--- config.mk ---
export PLATFORM = sky130hd
export DESIGN_NAME = lbc_collision
export DESIGN_NICKNAME = d
export VERILOG_FILES = /design/src/rtl/lbc_collision.v
export VERILOG_INCLUDE_DIRS = /design/src /design/src/rtl
export SDC_FILE = /design/constraint.sdc
export NUM_CORES = 1
export LEC_CHECK = 0
export ABC_CLOCK_PERIOD_IN_PS = 3000
export BUFFER_PORTS_ARGS = -buffer_cell sky130_fd_sc_hd__buf_2
export CAP_MARGIN = 25
export CORE_UTILIZATION = 45
export CTS_BUF_LIST = sky130_fd_sc_hd__clkbuf_16
export CTS_CLUSTER_SIZE = 8
export DETAILED_ROUTE_END_ITERATION = 6
export GPL_ROUTABILITY_DRIVEN = 0
export PLACE_DENSITY_LB_ADDON = 0.15
export SLEW_MARGIN = 20
export SYNTH_ARGS = -nofsm -noshare
export SYNTH_HDL_FRONTEND = slang
export SYNTH_SLANG_ARGS = --single-unit
--- constraint.sdc ---
create_clock -name ref_clk -period 3 [get_ports ref_clk]
set_input_delay 0.3 -clock ref_clk [delete_from_list [all_inputs] [get_ports ref_clk]]
set_output_delay 0.3 -clock ref_clk [all_outputs]
set_load 0.01 [all_outputs]
--- src/rtl/lbc_consts.vh ---
`ifndef LBC_CONSTS_VH
`define LBC_CONSTS_VH

// Clock period of ref_clk in ns
`define LBC_CLK_NS 10

// Transmit symbol word layout
`define LBC_SYM_W 3
`define LBC_SYM_ACT 0
`define LBC_SYM_DBL 1
`define LBC_SYM_LAST 2

// Times in ns, as printed
`define LBC_T_HALF_MIN_NS 365000
`define LBC_T_DBL_MIN_NS 762000
`define LBC_T_DBL_MAX_NS 905000
`define LBC_T_DESTROY_NS 943300
`define LBC_T_STOP_NS 2450000
`define LBC_T_BREAK_NS 1200000
`define LBC_T_BRK_LAT_NS 450000
`define LBC_T_PRIO1_NS 13500000
`define LBC_T_REC_NS 4000000
`define LBC_T_HALF_BIT_NS 416700

// Least times round up to whole cycles
`define LBC_CEIL(t) (((t) + `LBC_CLK_NS - 1) / `LBC_CLK_NS)

// Cycle counts derived from the times
`define LBC_CYC_HALF_MIN `LBC_CEIL(`LBC_T_HALF_MIN_NS)
`define LBC_CYC_DBL_MIN `LBC_CEIL(`LBC_T_DBL_MIN_NS)
`define LBC_CYC_DBL_MAX `LBC_CEIL(`LBC_T_DBL_MAX_NS)
`define LBC_CYC_DESTROY `LBC_CEIL(`LBC_T_DESTROY_NS)
`define LBC_CYC_STOP `LBC_CEIL(`LBC_T_STOP_NS)
`define LBC_CYC_BREAK `LBC_CEIL(`LBC_T_BREAK_NS)
`define LBC_CYC_PRIO1 `LBC_CEIL(`LBC_T_PRIO1_NS)
`define LBC_CYC_REC `LBC_CEIL(`LBC_T_REC_NS)
`define LBC_CYC_HALF_BIT `LBC_CEIL(`LBC_T_HALF_BIT_NS)

// Counter widths
`define LBC_CNT_W 21
`define LBC_CNT_MAX 21'h1FFFFF

`endif

--- src/rtl/lbc_collision.v ---
`timescale 1ns/1ps
`include "lbc_consts.vh"

module lbc_fifo #(
  parameter DW = 3,
  parameter DEPTH = 4,
  parameter AW = 2
) (
  input wire clk, // Clock
  input wire rst_n, // Synchronous reset, active low
  input wire ce, // Clock enable
  input wire in_valid, // Write request
  output reg in_ready_q, // Not full
  input wire [DW-1:0] in_data, // Write data
  output wire out_valid, // Not empty
  input wire out_ready, // Read request
  output wire [DW-1:0] out_data // Head word
);
  reg [DW-1:0] mem [0:DEPTH-1];
  reg [AW-1:0] wp_q;
  reg [AW-1:0] rp_q;
  reg [AW:0] cnt_q;
  reg [AW:0] cnt_d;
  wire push;
  wire pop;

  assign push = in_valid && in_ready_q;
  assign pop = out_valid && out_ready;
  assign out_valid = (cnt_q != {(AW+1){1'b0}});
  assign out_data = mem[rp_q];

  // Occupancy after this cycle
  always @*
  begin
    cnt_d = cnt_q;
    if (push && !pop)
      cnt_d = cnt_q + 1'b1;
    else if (pop && !push)
      cnt_d = cnt_q - 1'b1;
  end

  // Pointers, count and registered full flag
  always @(posedge clk)
  begin
    if (!rst_n)
    begin
      wp_q <= {AW{1'b0}};
      rp_q <= {AW{1'b0}};
      cnt_q <= {(AW+1){1'b0}};
      in_ready_q <= 1'b0;
    end
    else if (ce)
    begin
      if (push)
      begin
        mem[wp_q] <= in_data;
        wp_q <= (wp_q == DEPTH - 1) ? {AW{1'b0}} : wp_q + 1'b1;
      end
      if (pop)
        rp_q <= (rp_q == DEPTH - 1) ? {AW{1'b0}} : rp_q + 1'b1;
      cnt_q <= cnt_d;
      in_ready_q <= (cnt_d != DEPTH);
    end
  end
endmodule

module lbc_collision #(
  parameter FIFO_DEPTH = 4,
  parameter FIFO_AW = 2,
  parameter FRM_MAX = 64,
  parameter FRM_AW = 6,
  parameter HALF_MIN = `LBC_CYC_HALF_MIN,
  parameter DBL_MIN = `LBC_CYC_DBL_MIN,
  parameter DBL_MAX = `LBC_CYC_DBL_MAX,
  parameter DESTROY = `LBC_CYC_DESTROY,
  parameter STOP = `LBC_CYC_STOP,
  parameter BREAK = `LBC_CYC_BREAK,
  parameter PRIO = `LBC_CYC_PRIO1,
  parameter REC = `LBC_CYC_REC,
  parameter HALF_BIT = `LBC_CYC_HALF_BIT
) (
  input wire ref_clk, // System clock, 100 MHz
  input wire rst_n, // Synchronous reset, active low
  input wire ce, // Clock enable, freezes all state when low
  input wire mm_en, // Multi-master transmitter mode
  input wire sym_valid, // Transmit symbol offered
  output wire sym_ready_q, // Symbol FIFO can take a word
  input wire [`LBC_SYM_W-1:0] sym_data, // {last, double, active}
  input wire bus_in, // Bus level, high is idle
  output reg bus_out_q, // Pin output value, always low
  output reg bus_oe_q, // Pin output enable, pulls bus active
  output reg busy_q, // Frame held and not yet sent
  output reg tx_done_q, // One-cycle pulse, frame sent whole
  output reg coll_q, // Collision seen since last send start
  output reg coll_destroy_q // That collision involved a destroy area
);
  localparam [4:0] ST_IDLE = 5'h01;
  localparam [4:0] ST_LOAD = 5'h02;
  localparam [4:0] ST_WAIT = 5'h04;
  localparam [4:0] ST_SEND = 5'h08;
  localparam [4:0] ST_BREAK = 5'h10;

  reg [`LBC_SYM_W-1:0] frm [0:FRM_MAX-1];
  reg [4:0] st_q;
  reg bus_s_q;
  reg first_q;
  reg rec_q;
  reg [`LBC_CNT_W-1:0] width_q;
  reg [`LBC_CNT_W-1:0] tmr_q;
  reg [FRM_AW-1:0] idx_q;
  reg [FRM_AW-1:0] len_q;
  wire f_valid;
  wire f_ready;
  wire [`LBC_SYM_W-1:0] f_data;
  wire edge_w;
  wire bus_act;
  wire w_destroy;
  wire mismatch;
  wire hold_destroy;
  wire det_on;
  wire coll_any;
  wire coll_dst;
  wire [`LBC_SYM_W-1:0] cur;
  wire [`LBC_SYM_W-1:0] nxt;
  wire sym_end;
  wire wait_done;

  // Symbol FIFO between the source and the frame store
  lbc_fifo #(
    .DW(`LBC_SYM_W),
    .DEPTH(FIFO_DEPTH),
    .AW(FIFO_AW)
  ) u_fifo (
    .clk(ref_clk),
    .rst_n(rst_n),
    .ce(ce),
    .in_valid(sym_valid),
    .in_ready_q(sym_ready_q),
    .in_data(sym_data),
    .out_valid(f_valid),
    .out_ready(f_ready),
    .out_data(f_data)
  );

  // Store drains only while loading, so the FIFO back-pressures the source
  assign f_ready = (st_q == ST_LOAD);

  // Bus edges and level, low on the wire is the active state
  assign bus_act = !bus_in;
  assign edge_w = bus_in ^ bus_s_q;

  // Width class: half 365-762us, double 762-905us, all else destroy
  // The period is one more than the count seen at the closing edge
  assign w_destroy = (width_q < HALF_MIN - 1) ||
    (width_q >= DBL_MAX - 1);
  assign mismatch = (bus_oe_q != bus_act);

  // Active held too long without an edge
  assign hold_destroy = bus_act && !edge_w && (width_q >= DESTROY - 1);

  // Detection window: multi-master mode and a forward frame going out
  assign det_on = mm_en && (st_q == ST_SEND);
  assign coll_dst = det_on && ((edge_w && !first_q && w_destroy)
    || hold_destroy);
  assign coll_any = coll_dst || (det_on && edge_w && mismatch);

  // Current and following symbol of the stored frame
  assign cur = frm[idx_q];
  assign nxt = frm[idx_q + 1'b1];
  assign sym_end = cur[`LBC_SYM_DBL] ?
    (tmr_q >= 2 * HALF_BIT - 1) : (tmr_q >= HALF_BIT - 1);

  // Idle long enough: recovery time, or stop condition plus settling
  assign wait_done = !bus_act && !edge_w &&
    (rec_q ? (width_q >= REC) : (width_q >= STOP + PRIO));

  // Bus sampler and edge-to-edge width counter
  always @(posedge ref_clk)
  begin
    if (!rst_n)
    begin
      bus_s_q <= 1'b1;
      width_q <= {`LBC_CNT_W{1'b0}};
    end
    else if (ce)
    begin
      bus_s_q <= bus_in;
      if (edge_w)
        width_q <= {`LBC_CNT_W{1'b0}};
      else if (width_q != `LBC_CNT_MAX)
        width_q <= width_q + 1'b1;
    end
  end

  // Frame store written while loading from the FIFO
  always @(posedge ref_clk)
  begin
    if (ce && f_valid && st_q == ST_LOAD)
      frm[idx_q] <= f_data;
  end

  // Sequencer: load, wait, send, break and recovery
  always @(posedge ref_clk)
  begin
    if (!rst_n)
    begin
      st_q <= ST_IDLE;
      idx_q <= {FRM_AW{1'b0}};
      len_q <= {FRM_AW{1'b0}};
      tmr_q <= {`LBC_CNT_W{1'b0}};
      first_q <= 1'b0;
      rec_q <= 1'b0;
      bus_out_q <= 1'b0;
      bus_oe_q <= 1'b0;
      busy_q <= 1'b0;
      tx_done_q <= 1'b0;
      coll_q <= 1'b0;
      coll_destroy_q <= 1'b0;
    end
    else if (ce)
    begin
      tx_done_q <= 1'b0;
      bus_out_q <= 1'b0;
      if (edge_w)
        first_q <= 1'b0;
      case (st_q)
        ST_IDLE:
        begin
          idx_q <= {FRM_AW{1'b0}};
          if (f_valid && mm_en)
          begin
            busy_q <= 1'b1;
            st_q <= ST_LOAD;
          end
        end
        ST_LOAD:
        begin
          if (f_valid)
          begin
            if (f_data[`LBC_SYM_LAST] || idx_q == FRM_MAX - 1)
            begin
              len_q <= idx_q;
              rec_q <= 1'b0;
              st_q <= ST_WAIT;
            end
            else
              idx_q <= idx_q + 1'b1;
          end
        end
        ST_WAIT:
        begin
          // Always restart from the first symbol
          idx_q <= {FRM_AW{1'b0}};
          tmr_q <= {`LBC_CNT_W{1'b0}};
          if (wait_done && mm_en)
          begin
            bus_oe_q <= frm[0][`LBC_SYM_ACT];
            first_q <= 1'b1;
            coll_q <= 1'b0;
            coll_destroy_q <= 1'b0;
            st_q <= ST_SEND;
          end
        end
        ST_SEND:
        begin
          if (coll_any)
          begin
            // Release at once, or start the break on a destroy area; keep the frame to resend
            bus_oe_q <= coll_dst;
            coll_q <= 1'b1;
            coll_destroy_q <= coll_dst;
            tmr_q <= {`LBC_CNT_W{1'b0}};
            rec_q <= 1'b0;
            st_q <= coll_dst ? ST_BREAK : ST_WAIT;
          end
          else if (sym_end)
          begin
            tmr_q <= {`LBC_CNT_W{1'b0}};
            if (idx_q == len_q)
            begin
              bus_oe_q <= 1'b0;
              busy_q <= 1'b0;
              tx_done_q <= 1'b1;
              st_q <= ST_IDLE;
            end
            else
            begin
              idx_q <= idx_q + 1'b1;
              bus_oe_q <= nxt[`LBC_SYM_ACT];
            end
          end
          else
            tmr_q <= tmr_q + 1'b1;
        end
        ST_BREAK:
        begin
          // Hold the line active for the break and release it; a cycle
          // later only the other drivers show on the bus, so look then
          if (tmr_q >= BREAK)
          begin
            rec_q <= !bus_act;
            st_q <= ST_WAIT;
          end
          else
          begin
            if (tmr_q == BREAK - 1)
              bus_oe_q <= 1'b0;
            tmr_q <= tmr_q + 1'b1;
          end
        end
        default:
        begin
          bus_oe_q <= 1'b0;
          st_q <= ST_IDLE;
        end
      endcase
    end
  end
endmodule

==> results of run 1 <==
[through the flow]
stage / hold WS, ns / utilization / instances / worst slack, ns
floorplan: 0.3989 / - / 917 / 0.3989
global placement: 0.4533 / 0.4746 / 1222 / 0.1500
detailed placement: 0.4637 / 0.4778 / 1225 / 0.1072
CTS: 0.02617 / 0.5164 / 1281 / 0.08452
global route: 0.04365 / 0.5167 / 1282 / 0.01308
finish: 0.04454 / 0.5167 / 1282 / 0.2042
[placed cells by master, fill, tap and decap left out, types with 31 or more instances in the layout]
master,n
inv_1,48
a21oi_1,32
buf_4,34
dfxtp_1,82
edfxtp_1,140
nand2_1,61
mux4_2,31
nor2_1,118
clkbuf_16,31
mux2i_1,36
[sequential cells by signal (all words and copies together), names as in the netlist, 2 cells and up, named ones only]
name          cells
frm             128
tmr_q            21
width_q          21
u_fifo.mem       12
idx_q             6
len_q             6
st_q              5
u_fifo.cnt_q      3
u_fifo.rp_q       2
u_fifo.wp_q       2
[tightest hold or removal path, cell delays in order]
cell and delay (ns):
buf_2 0.13, nand2_1 0.06, o211ai_1 0.07
[routing by layer]
layer | vias to the layer above | track usage | wire, µm
li1 | 3441 | - | -
met1 | 3441 | 0.2925 | 11360
met2 | 155 | 0.3199 | 11030
met3 | 54 | 0.02769 | 1027
met4 | 0 | 0.06443 | 630
met5 | - | 0 | 0
[worst max path at each step]
stage               startpoint         end  depth (start not counted)
floorplan              st_q[2]  frm[32][0]                          7
detailed placement        flop   tmr_q[19]                          9
global route              flop   tmr_q[19]                          9
global placement          flop   tmr_q[19]                          9
finish                    flop   tmr_q[19]                          9
CTS                       flop   tmr_q[19]                          9
[power breakdown]
group / switching, W / total [W] / internal, W / leakage [nW]
logic: 0.000136 / 0.000225 / 0.0000894 / 1.83
clock network: 0.00127 / 0.00310 / 0.00184 / 0.504
registers: 0.00000975 / 0.00326 / 0.00325 / 1.93
total: 0.00141 / 0.00658 / 0.00517 / 4.27
[final cells by class]
type                    instances  area, µm²
well taps                     319      399.1
inverters                      27      101.3
fillers                      2072      11340
clock buffers                  31      775.7
clock inverters                22      98.84
repair buffers                 55      450.4
multi-input cells             605       4436
flip-flops and latches        223       5867
[cells by family (layout without fill, tap and decap cells)]
group,Yosys count,in the layout,synth area share
other cells,1,1,0.0003490
flops,223,223,0.5459
mux,68,68,0.09957
xor+xnor,45,45,0.03668
simple gates,357,357,0.1748
compound gates,117,117,0.08164
buf+inv,89,135,0.04123
fa+ha+maj,17,17,0.01980
[what timing repair did]
item / 4_1_cts / 5_1_grt
buffers inserted: 0 / 1
setup endpoints to repair: 0 / 2
hold buffers: 3 / 0
endpoints found under the hold margin: 12 / 0
==> summary.md, run 1 <==
| Metric | Value |
|---|---|
| Status | completed |
| Worst path max stage delay | 0.50 ns |
| Cts repair resizes | 0 |
| Worst r2r dst | tmr_q[19] |
| Critical Path Fanout Max | 18 |
| Largest delay contributor family on the critical path | compound AO/OA/AOI/OAI gates |
| CP required | 3.45 ns |
| DIE AREA | 24,500 µm² |
| Largest net degree at the start of global routing | 37 |
| Power Density | ~540 nW/µm² |
| Netlist cell types | between 80 and 90 |
| Detail Route Antenna Nets | 0 |
| Syn avg cell area | 11.72 µm² |
| Cell taking the most area after synthesis | edfxtp_1 |
| DP HPWL | 16,420 µm |
| Slowest CP cell | mux4_2 |
| Top post-synthesis cells by area | edfxtp_1 (39%), dfxtp_1 (15%), mux4_2 (6.5%) |
| Post-route setup TNS | 0 ns |
| Synthesis warning total | 0 |
| Crit path top cell by count | mux2i_1 |
| Max-Slew Margin vs Limit | 0.5527 |
| Power Total | 0.006584 W |
| Reg2Reg Depth | 9 |
| Final min period | 2.796 ns |
| Vias per cell | between 5 and 6 |
| Max Fclk | 357.7 MHz |
| Area delta synth->final | 12.88% |
| DRT Pass-1 Iters | 5 |
| # IOs | 16 |
| First-pass GRT wire length | between 30,000 and 40,000 µm |
| RSZ-0062 raised after global routing | false |
| DRC | 0 |
| Die Wd | 156.5 µm |
| Number of global-route vias before repair | approximately 7,000 |
| Grt ovf | 0 |
| Worst Setup End Kind | flop |
| Period utilization | 0.9319 |
| TritonCTS clock tree | built |
| Max Clock Skew | 0.009003 ns |
| Worst hold stages | 3 |
| Total Nets Final | 969 |
| Lkg Pwr | 4.266 nW |
| Placed Area | 11,220 µm² |
| Top cell type's share of synthesized area | 0.3913 |
| Reg-to-reg setup timing slack | 0.20 ns |
| Clk sinks | 223 |
| Fin. Hold Viols | 0 |
| Total Wirelength | 24,040 µm |
| Overall die height | 156.5 µm |
| Number of vias in the routed layout | 7,091 |
| Synth Flop Type | edfxtp_1 |
| Post-Syn Area | 10,740 µm² |
| CP arrival | 3.24 ns |
| Avg WL per Cell | 18.75 µm |
| Clock tree buffer depth | 3 |
| Row count | 56 |
| Crit-path cells | buf_12, mux4_2, mux2i_1, mux2i_1, a2111oi_4, nor4_2, o21ai_2, o211ai_4, and3_1 |
| Setup CP Type | reg2reg |
| Latest clock arrival within the worst-skew pair | 0.56 ns |
| Worst hold path class | in2reg |
| Least-Margin Pin Slew | 0.6665 ns |
| Peak supply drop | between 0.4 and 0.5 mV |
| Pins Over Slew Limit | 0 |
| Post-synthesis sequential element count | 223 |
| Commonest cells in the netlist | edfxtp_1 (140), nor2_1 (118), dfxtp_1 (83) |
| EDFF count, synth | 140 |
| Most frequent cell after synthesis | edfxtp_1 |
| Share of cells above drive strength 1 | 0.1485 |
| Post-route cell area | 12,130 µm² |
| WHS Endpoint | bus_s_q |
| Syn nets | 943 |
| 1st-iter DRT viols | 424 |
| Antenna diode count | 0 |
| Max-cap violation count | 0 |
| Kind of start point of the critical path | flop |
| Final setup fails | 0 |
| Worst hold path startpoint | bus_in |
| CTS clk-pin slew, worst paths | roughly 0.05 ns |
| Number of port buffers | 14 |
| Root Driver | clkbuf_16 |
| Antenna violations before repair | 0 |
| Core ar. | 23,470 µm² |
| Post-Syn Instances | 917 |
| GRT Overall Usage | 0.2040 |
| Max H-tree Level | 1 |
| WP buf/inv | 1 |
| Num CTS Buffers | 31 |
| Effective utilization at floorplan | 0.4577 |
| Sequential share of the synthesized area | 0.5459 |
| Async SR Flop Fraction | 0 |
Power figures use the tool's default switching activity.
==> run 2, diff against run 1 <==
--- a/config.mk
+++ b/config.mk
@@ -8,13 +8,13 @@
 export LEC_CHECK = 0
 export ABC_CLOCK_PERIOD_IN_PS = 3000
 export BUFFER_PORTS_ARGS = -buffer_cell sky130_fd_sc_hd__buf_2
-export CAP_MARGIN = 25
 export CORE_UTILIZATION = 45
 export CTS_BUF_LIST = sky130_fd_sc_hd__clkbuf_16
 export CTS_CLUSTER_SIZE = 8
 export DETAILED_ROUTE_END_ITERATION = 6
 export GPL_ROUTABILITY_DRIVEN = 0
 export PLACE_DENSITY_LB_ADDON = 0.15
+export RECOVER_POWER = 50
 export SLEW_MARGIN = 20
 export SYNTH_ARGS = -nofsm -noshare
 export SYNTH_HDL_FRONTEND = slang
==> summary.md, run 2 (synthesis results as in run 1) <==
| Metric | Value |
|---|---|
| Placed Area | 11,140 µm² (-0.67%) |
| Number of global-route vias before repair | 6,961 (-0.81%) |
| Worst Setup End Kind | flop |
| Avg WL per Cell | 18.63 µm (-0.66%) |
| CTS clk-pin slew, worst paths | 0.05 ns (about the same) |
| TritonCTS clock tree | built |
| Largest delay contributor family on the critical path | multiplexers |
| Latest clock arrival within the worst-skew pair | 0.56 ns (about the same) |
| DRC | 0 (unchanged) |
| Peak supply drop | 0.3870 mV (-9.1%) |
| Logic gate share of total power | 0.033 (about the same) |
| Antenna violations before repair | 0 (unchanged) |
| Largest net degree at the start of global routing | 65 (+76%) |
| Slowest CP cell | mux4_2 |
| Clk sinks | 223 (unchanged) |
| Post-route cell area | 12,020 µm² (-0.90%) |
| Fillers | 2,054 (-0.87%) |
| Most common cell after layout, fill and taps aside | edfxtp_1 |
| Max Clock Skew | 0.01139 ns (+0.002385 ns) |
| Total Nets Final | 966 (-0.31%) |
| Clock share of power | 0.472 (about the same) |
| Reg power frac | 0.495 (about the same) |
| Least-Margin Pin Slew | 1.129 ns (+0.4629 ns) |
| DIE AREA | 24,500 µm² (unchanged) |
| Final setup fails | 0 (unchanged) |
| Die Wd | 156.5 µm (unchanged) |
| Max-cap violation count | 0 (unchanged) |
| Final min period | 2.774 ns (-0.02214 ns) |
| Switching power | 0.001411 W (about the same) |
| Area of the multi-input gates | 4436 µm² (unchanged) |
| DRT Pass-1 Iters | 6 (+1) |
| Seq. cell area | 5867 µm² (unchanged) |
| Kind of start point of the critical path | flop |
| # IOs | 16 (unchanged) |
| Row count | 56 (unchanged) |
| CP arrival | 3.22 ns (-0.02 ns) |
| Total Wirelength | 23,820 µm (-0.89%) |
| Max H-tree Level | 1 (unchanged) |
| Lkg Pwr | 4.169 nW (-2.3%) |
| Status | completed |
| Antenna diode count | 0 (unchanged) |
| Number of vias in the routed layout | 7,078 (-0.18%) |
| Power Density | 547.5 nW/µm² (+0.84%) |
| Crit-path cells | buf_12, mux4_2, mux2i_1, o22ai_1, nor4b_2, buf_4, nor4_2, o21ai_2, o211ai_4, and3_1 |
| Most frequent cells in the layout | edfxtp_1 (140), nor2_1 (118), dfxtp_1 (82) |
| Grt ovf | 0 (unchanged) |
| Max Fclk | 360.5 MHz (+0.80%) |
| Overall die height | 156.5 µm (unchanged) |
| Sw Ratio | 0.2145 (about the same) |
| Regs by FF count | frm (128), tmr_q (21), width_q (21) |
| Fin. Hold Viols | 0 (unchanged) |
| Number of port buffers | 14 (unchanged) |
| WP buf/inv | 2 (+1) |
| Num CTS Buffers | 31 (unchanged) |
| Worst path max stage delay | 0.50 ns (about the same) |
| Final core occ | 0.5120 (-0.004637) |
| DP HPWL | 15,990 µm (-2.6%) |
| First-pass GRT wire length | 38,270 µm (-0.80%) |
| Effective utilization at floorplan | 0.4577 (unchanged) |
| Post-route setup TNS | 0 ns (unchanged) |
| 1st-iter DRT viols | 487 (+15%) |
| Share of cells above drive strength 1 | 0.1302 (-0.01829) |
| Max reg flops | 128 (unchanged) |
| Cell Int Power | 0.005169 W (about the same) |
| Period utilization | 0.9246 (-0.007379) |
| CP required | 3.45 ns (about the same) |
| Pins Over Slew Limit | 0 (unchanged) |
| Area delta synth->final | 11.87% |
| RSZ-0062 raised after global routing | false |
| Vias per cell | 5.534 (about the same) |
| Largest register by flop count | frm |
| GRT Overall Usage | 0.2023 (-0.001616) |
| Core ar. | 23,470 µm² (unchanged) |
| Critical Path Fanout Max | 18 (unchanged) |
| Setup CP Type | reg2reg |
| Max-Slew Margin vs Limit | 0.2471 (-0.3056) |
| Clock tree buffer depth | 3 (unchanged) |
| Detail Route Antenna Nets | 0 (unchanged) |
| Worst hold path class | in2reg |
| Root Driver | clkbuf_16 |
| Final hold slack | 0.05089 ns (+0.006347 ns) |
run 2: changes by cell type in the layout (fill, tap and decap cells not counted), moves of 2 or more:
cell      before  now
buf_2         14    5
buf_4         34   28
clkbuf_1       0   15
and2_0         1    7
buf_16         2    0
and2_1        12    6
run 2: per-stage QoR:
stage	setup WS, ns	instances	total power (W)
final	0.2263	1279	0.006580
after global routing	0.007161	1279	0.006797
after CTS	0.09769	1278	0.006660
after detailed placement	0.1078	1222	0.003537
after global placement	0.1500	1222	0.003535
after floorplan	0.3989	917	0.003469
run 2: power by group through the flow:
stage          clock network [W]  logic (W)  registers (W)
2_1_floorplan                  0   0.000155        0.00331
3_3_place_gp                   0   0.000218        0.00332
3_5_place_dp                   0   0.000220        0.00332
4_1_cts                  0.00318   0.000224        0.00325
5_1_grt                  0.00330   0.000241        0.00325
6_report                 0.00310   0.000219        0.00326
run 2: repair_timing:
action | CTS | global route
hold buffers | 3 | 0
endpoints found under the hold margin | 12 | 0
setup buffers | 0 | 1
gates resized for setup | 0 | 0
setup endpoints to repair | 0 | 14
run 2: routing by layer:
| metal | part of all wire | global-route usage | vias to the layer above |
|---|---|---|---|
| li1 | - | - | 3436 |
| met1 | 0.47 | 0.2900 | 3457 |
| met2 | 0.47 | 0.3204 | 151 |
| met3 | 0.040 | 0.02659 | 34 |
| met4 | 0.018 | 0.05976 | 0 |
| met5 | 0 | 0 | - |
run 2: area by class of cell:
type                       count  area share
sequential                   223      0.4881
multi-input combinational    605      0.3690
clock inverter                22    0.008224
timing repair buffer          52     0.02842
tap                          319     0.03321
clock buffer                  31     0.06454
inverter                      27    0.008432
run 2: worst paths after layout:
path / from / to / slack, ns / depth (start not counted)
setup / recovery: flop / tmr_q[19] / 0.23 / 10
hold / removal: bus_in / bus_s_q / 0.05 / 3
setup reg to reg: flop / tmr_q[19] / 0.23 / 10
hold reg to reg: tmr_q[20] / tmr_q[20] / 0.47 / 2
run 2: worst register-to-register path, cell delays in order (launching register included):
cell and delay (ns):
dfxtp_1 0.37, buf_12 0.15, mux4_2 0.51, mux2i_1 0.27
o22ai_1 0.14, nor4b_2 0.28, buf_4 0.17, nor4_2 0.07
o21ai_2 0.26, o211ai_4 0.22, and3_1 0.24
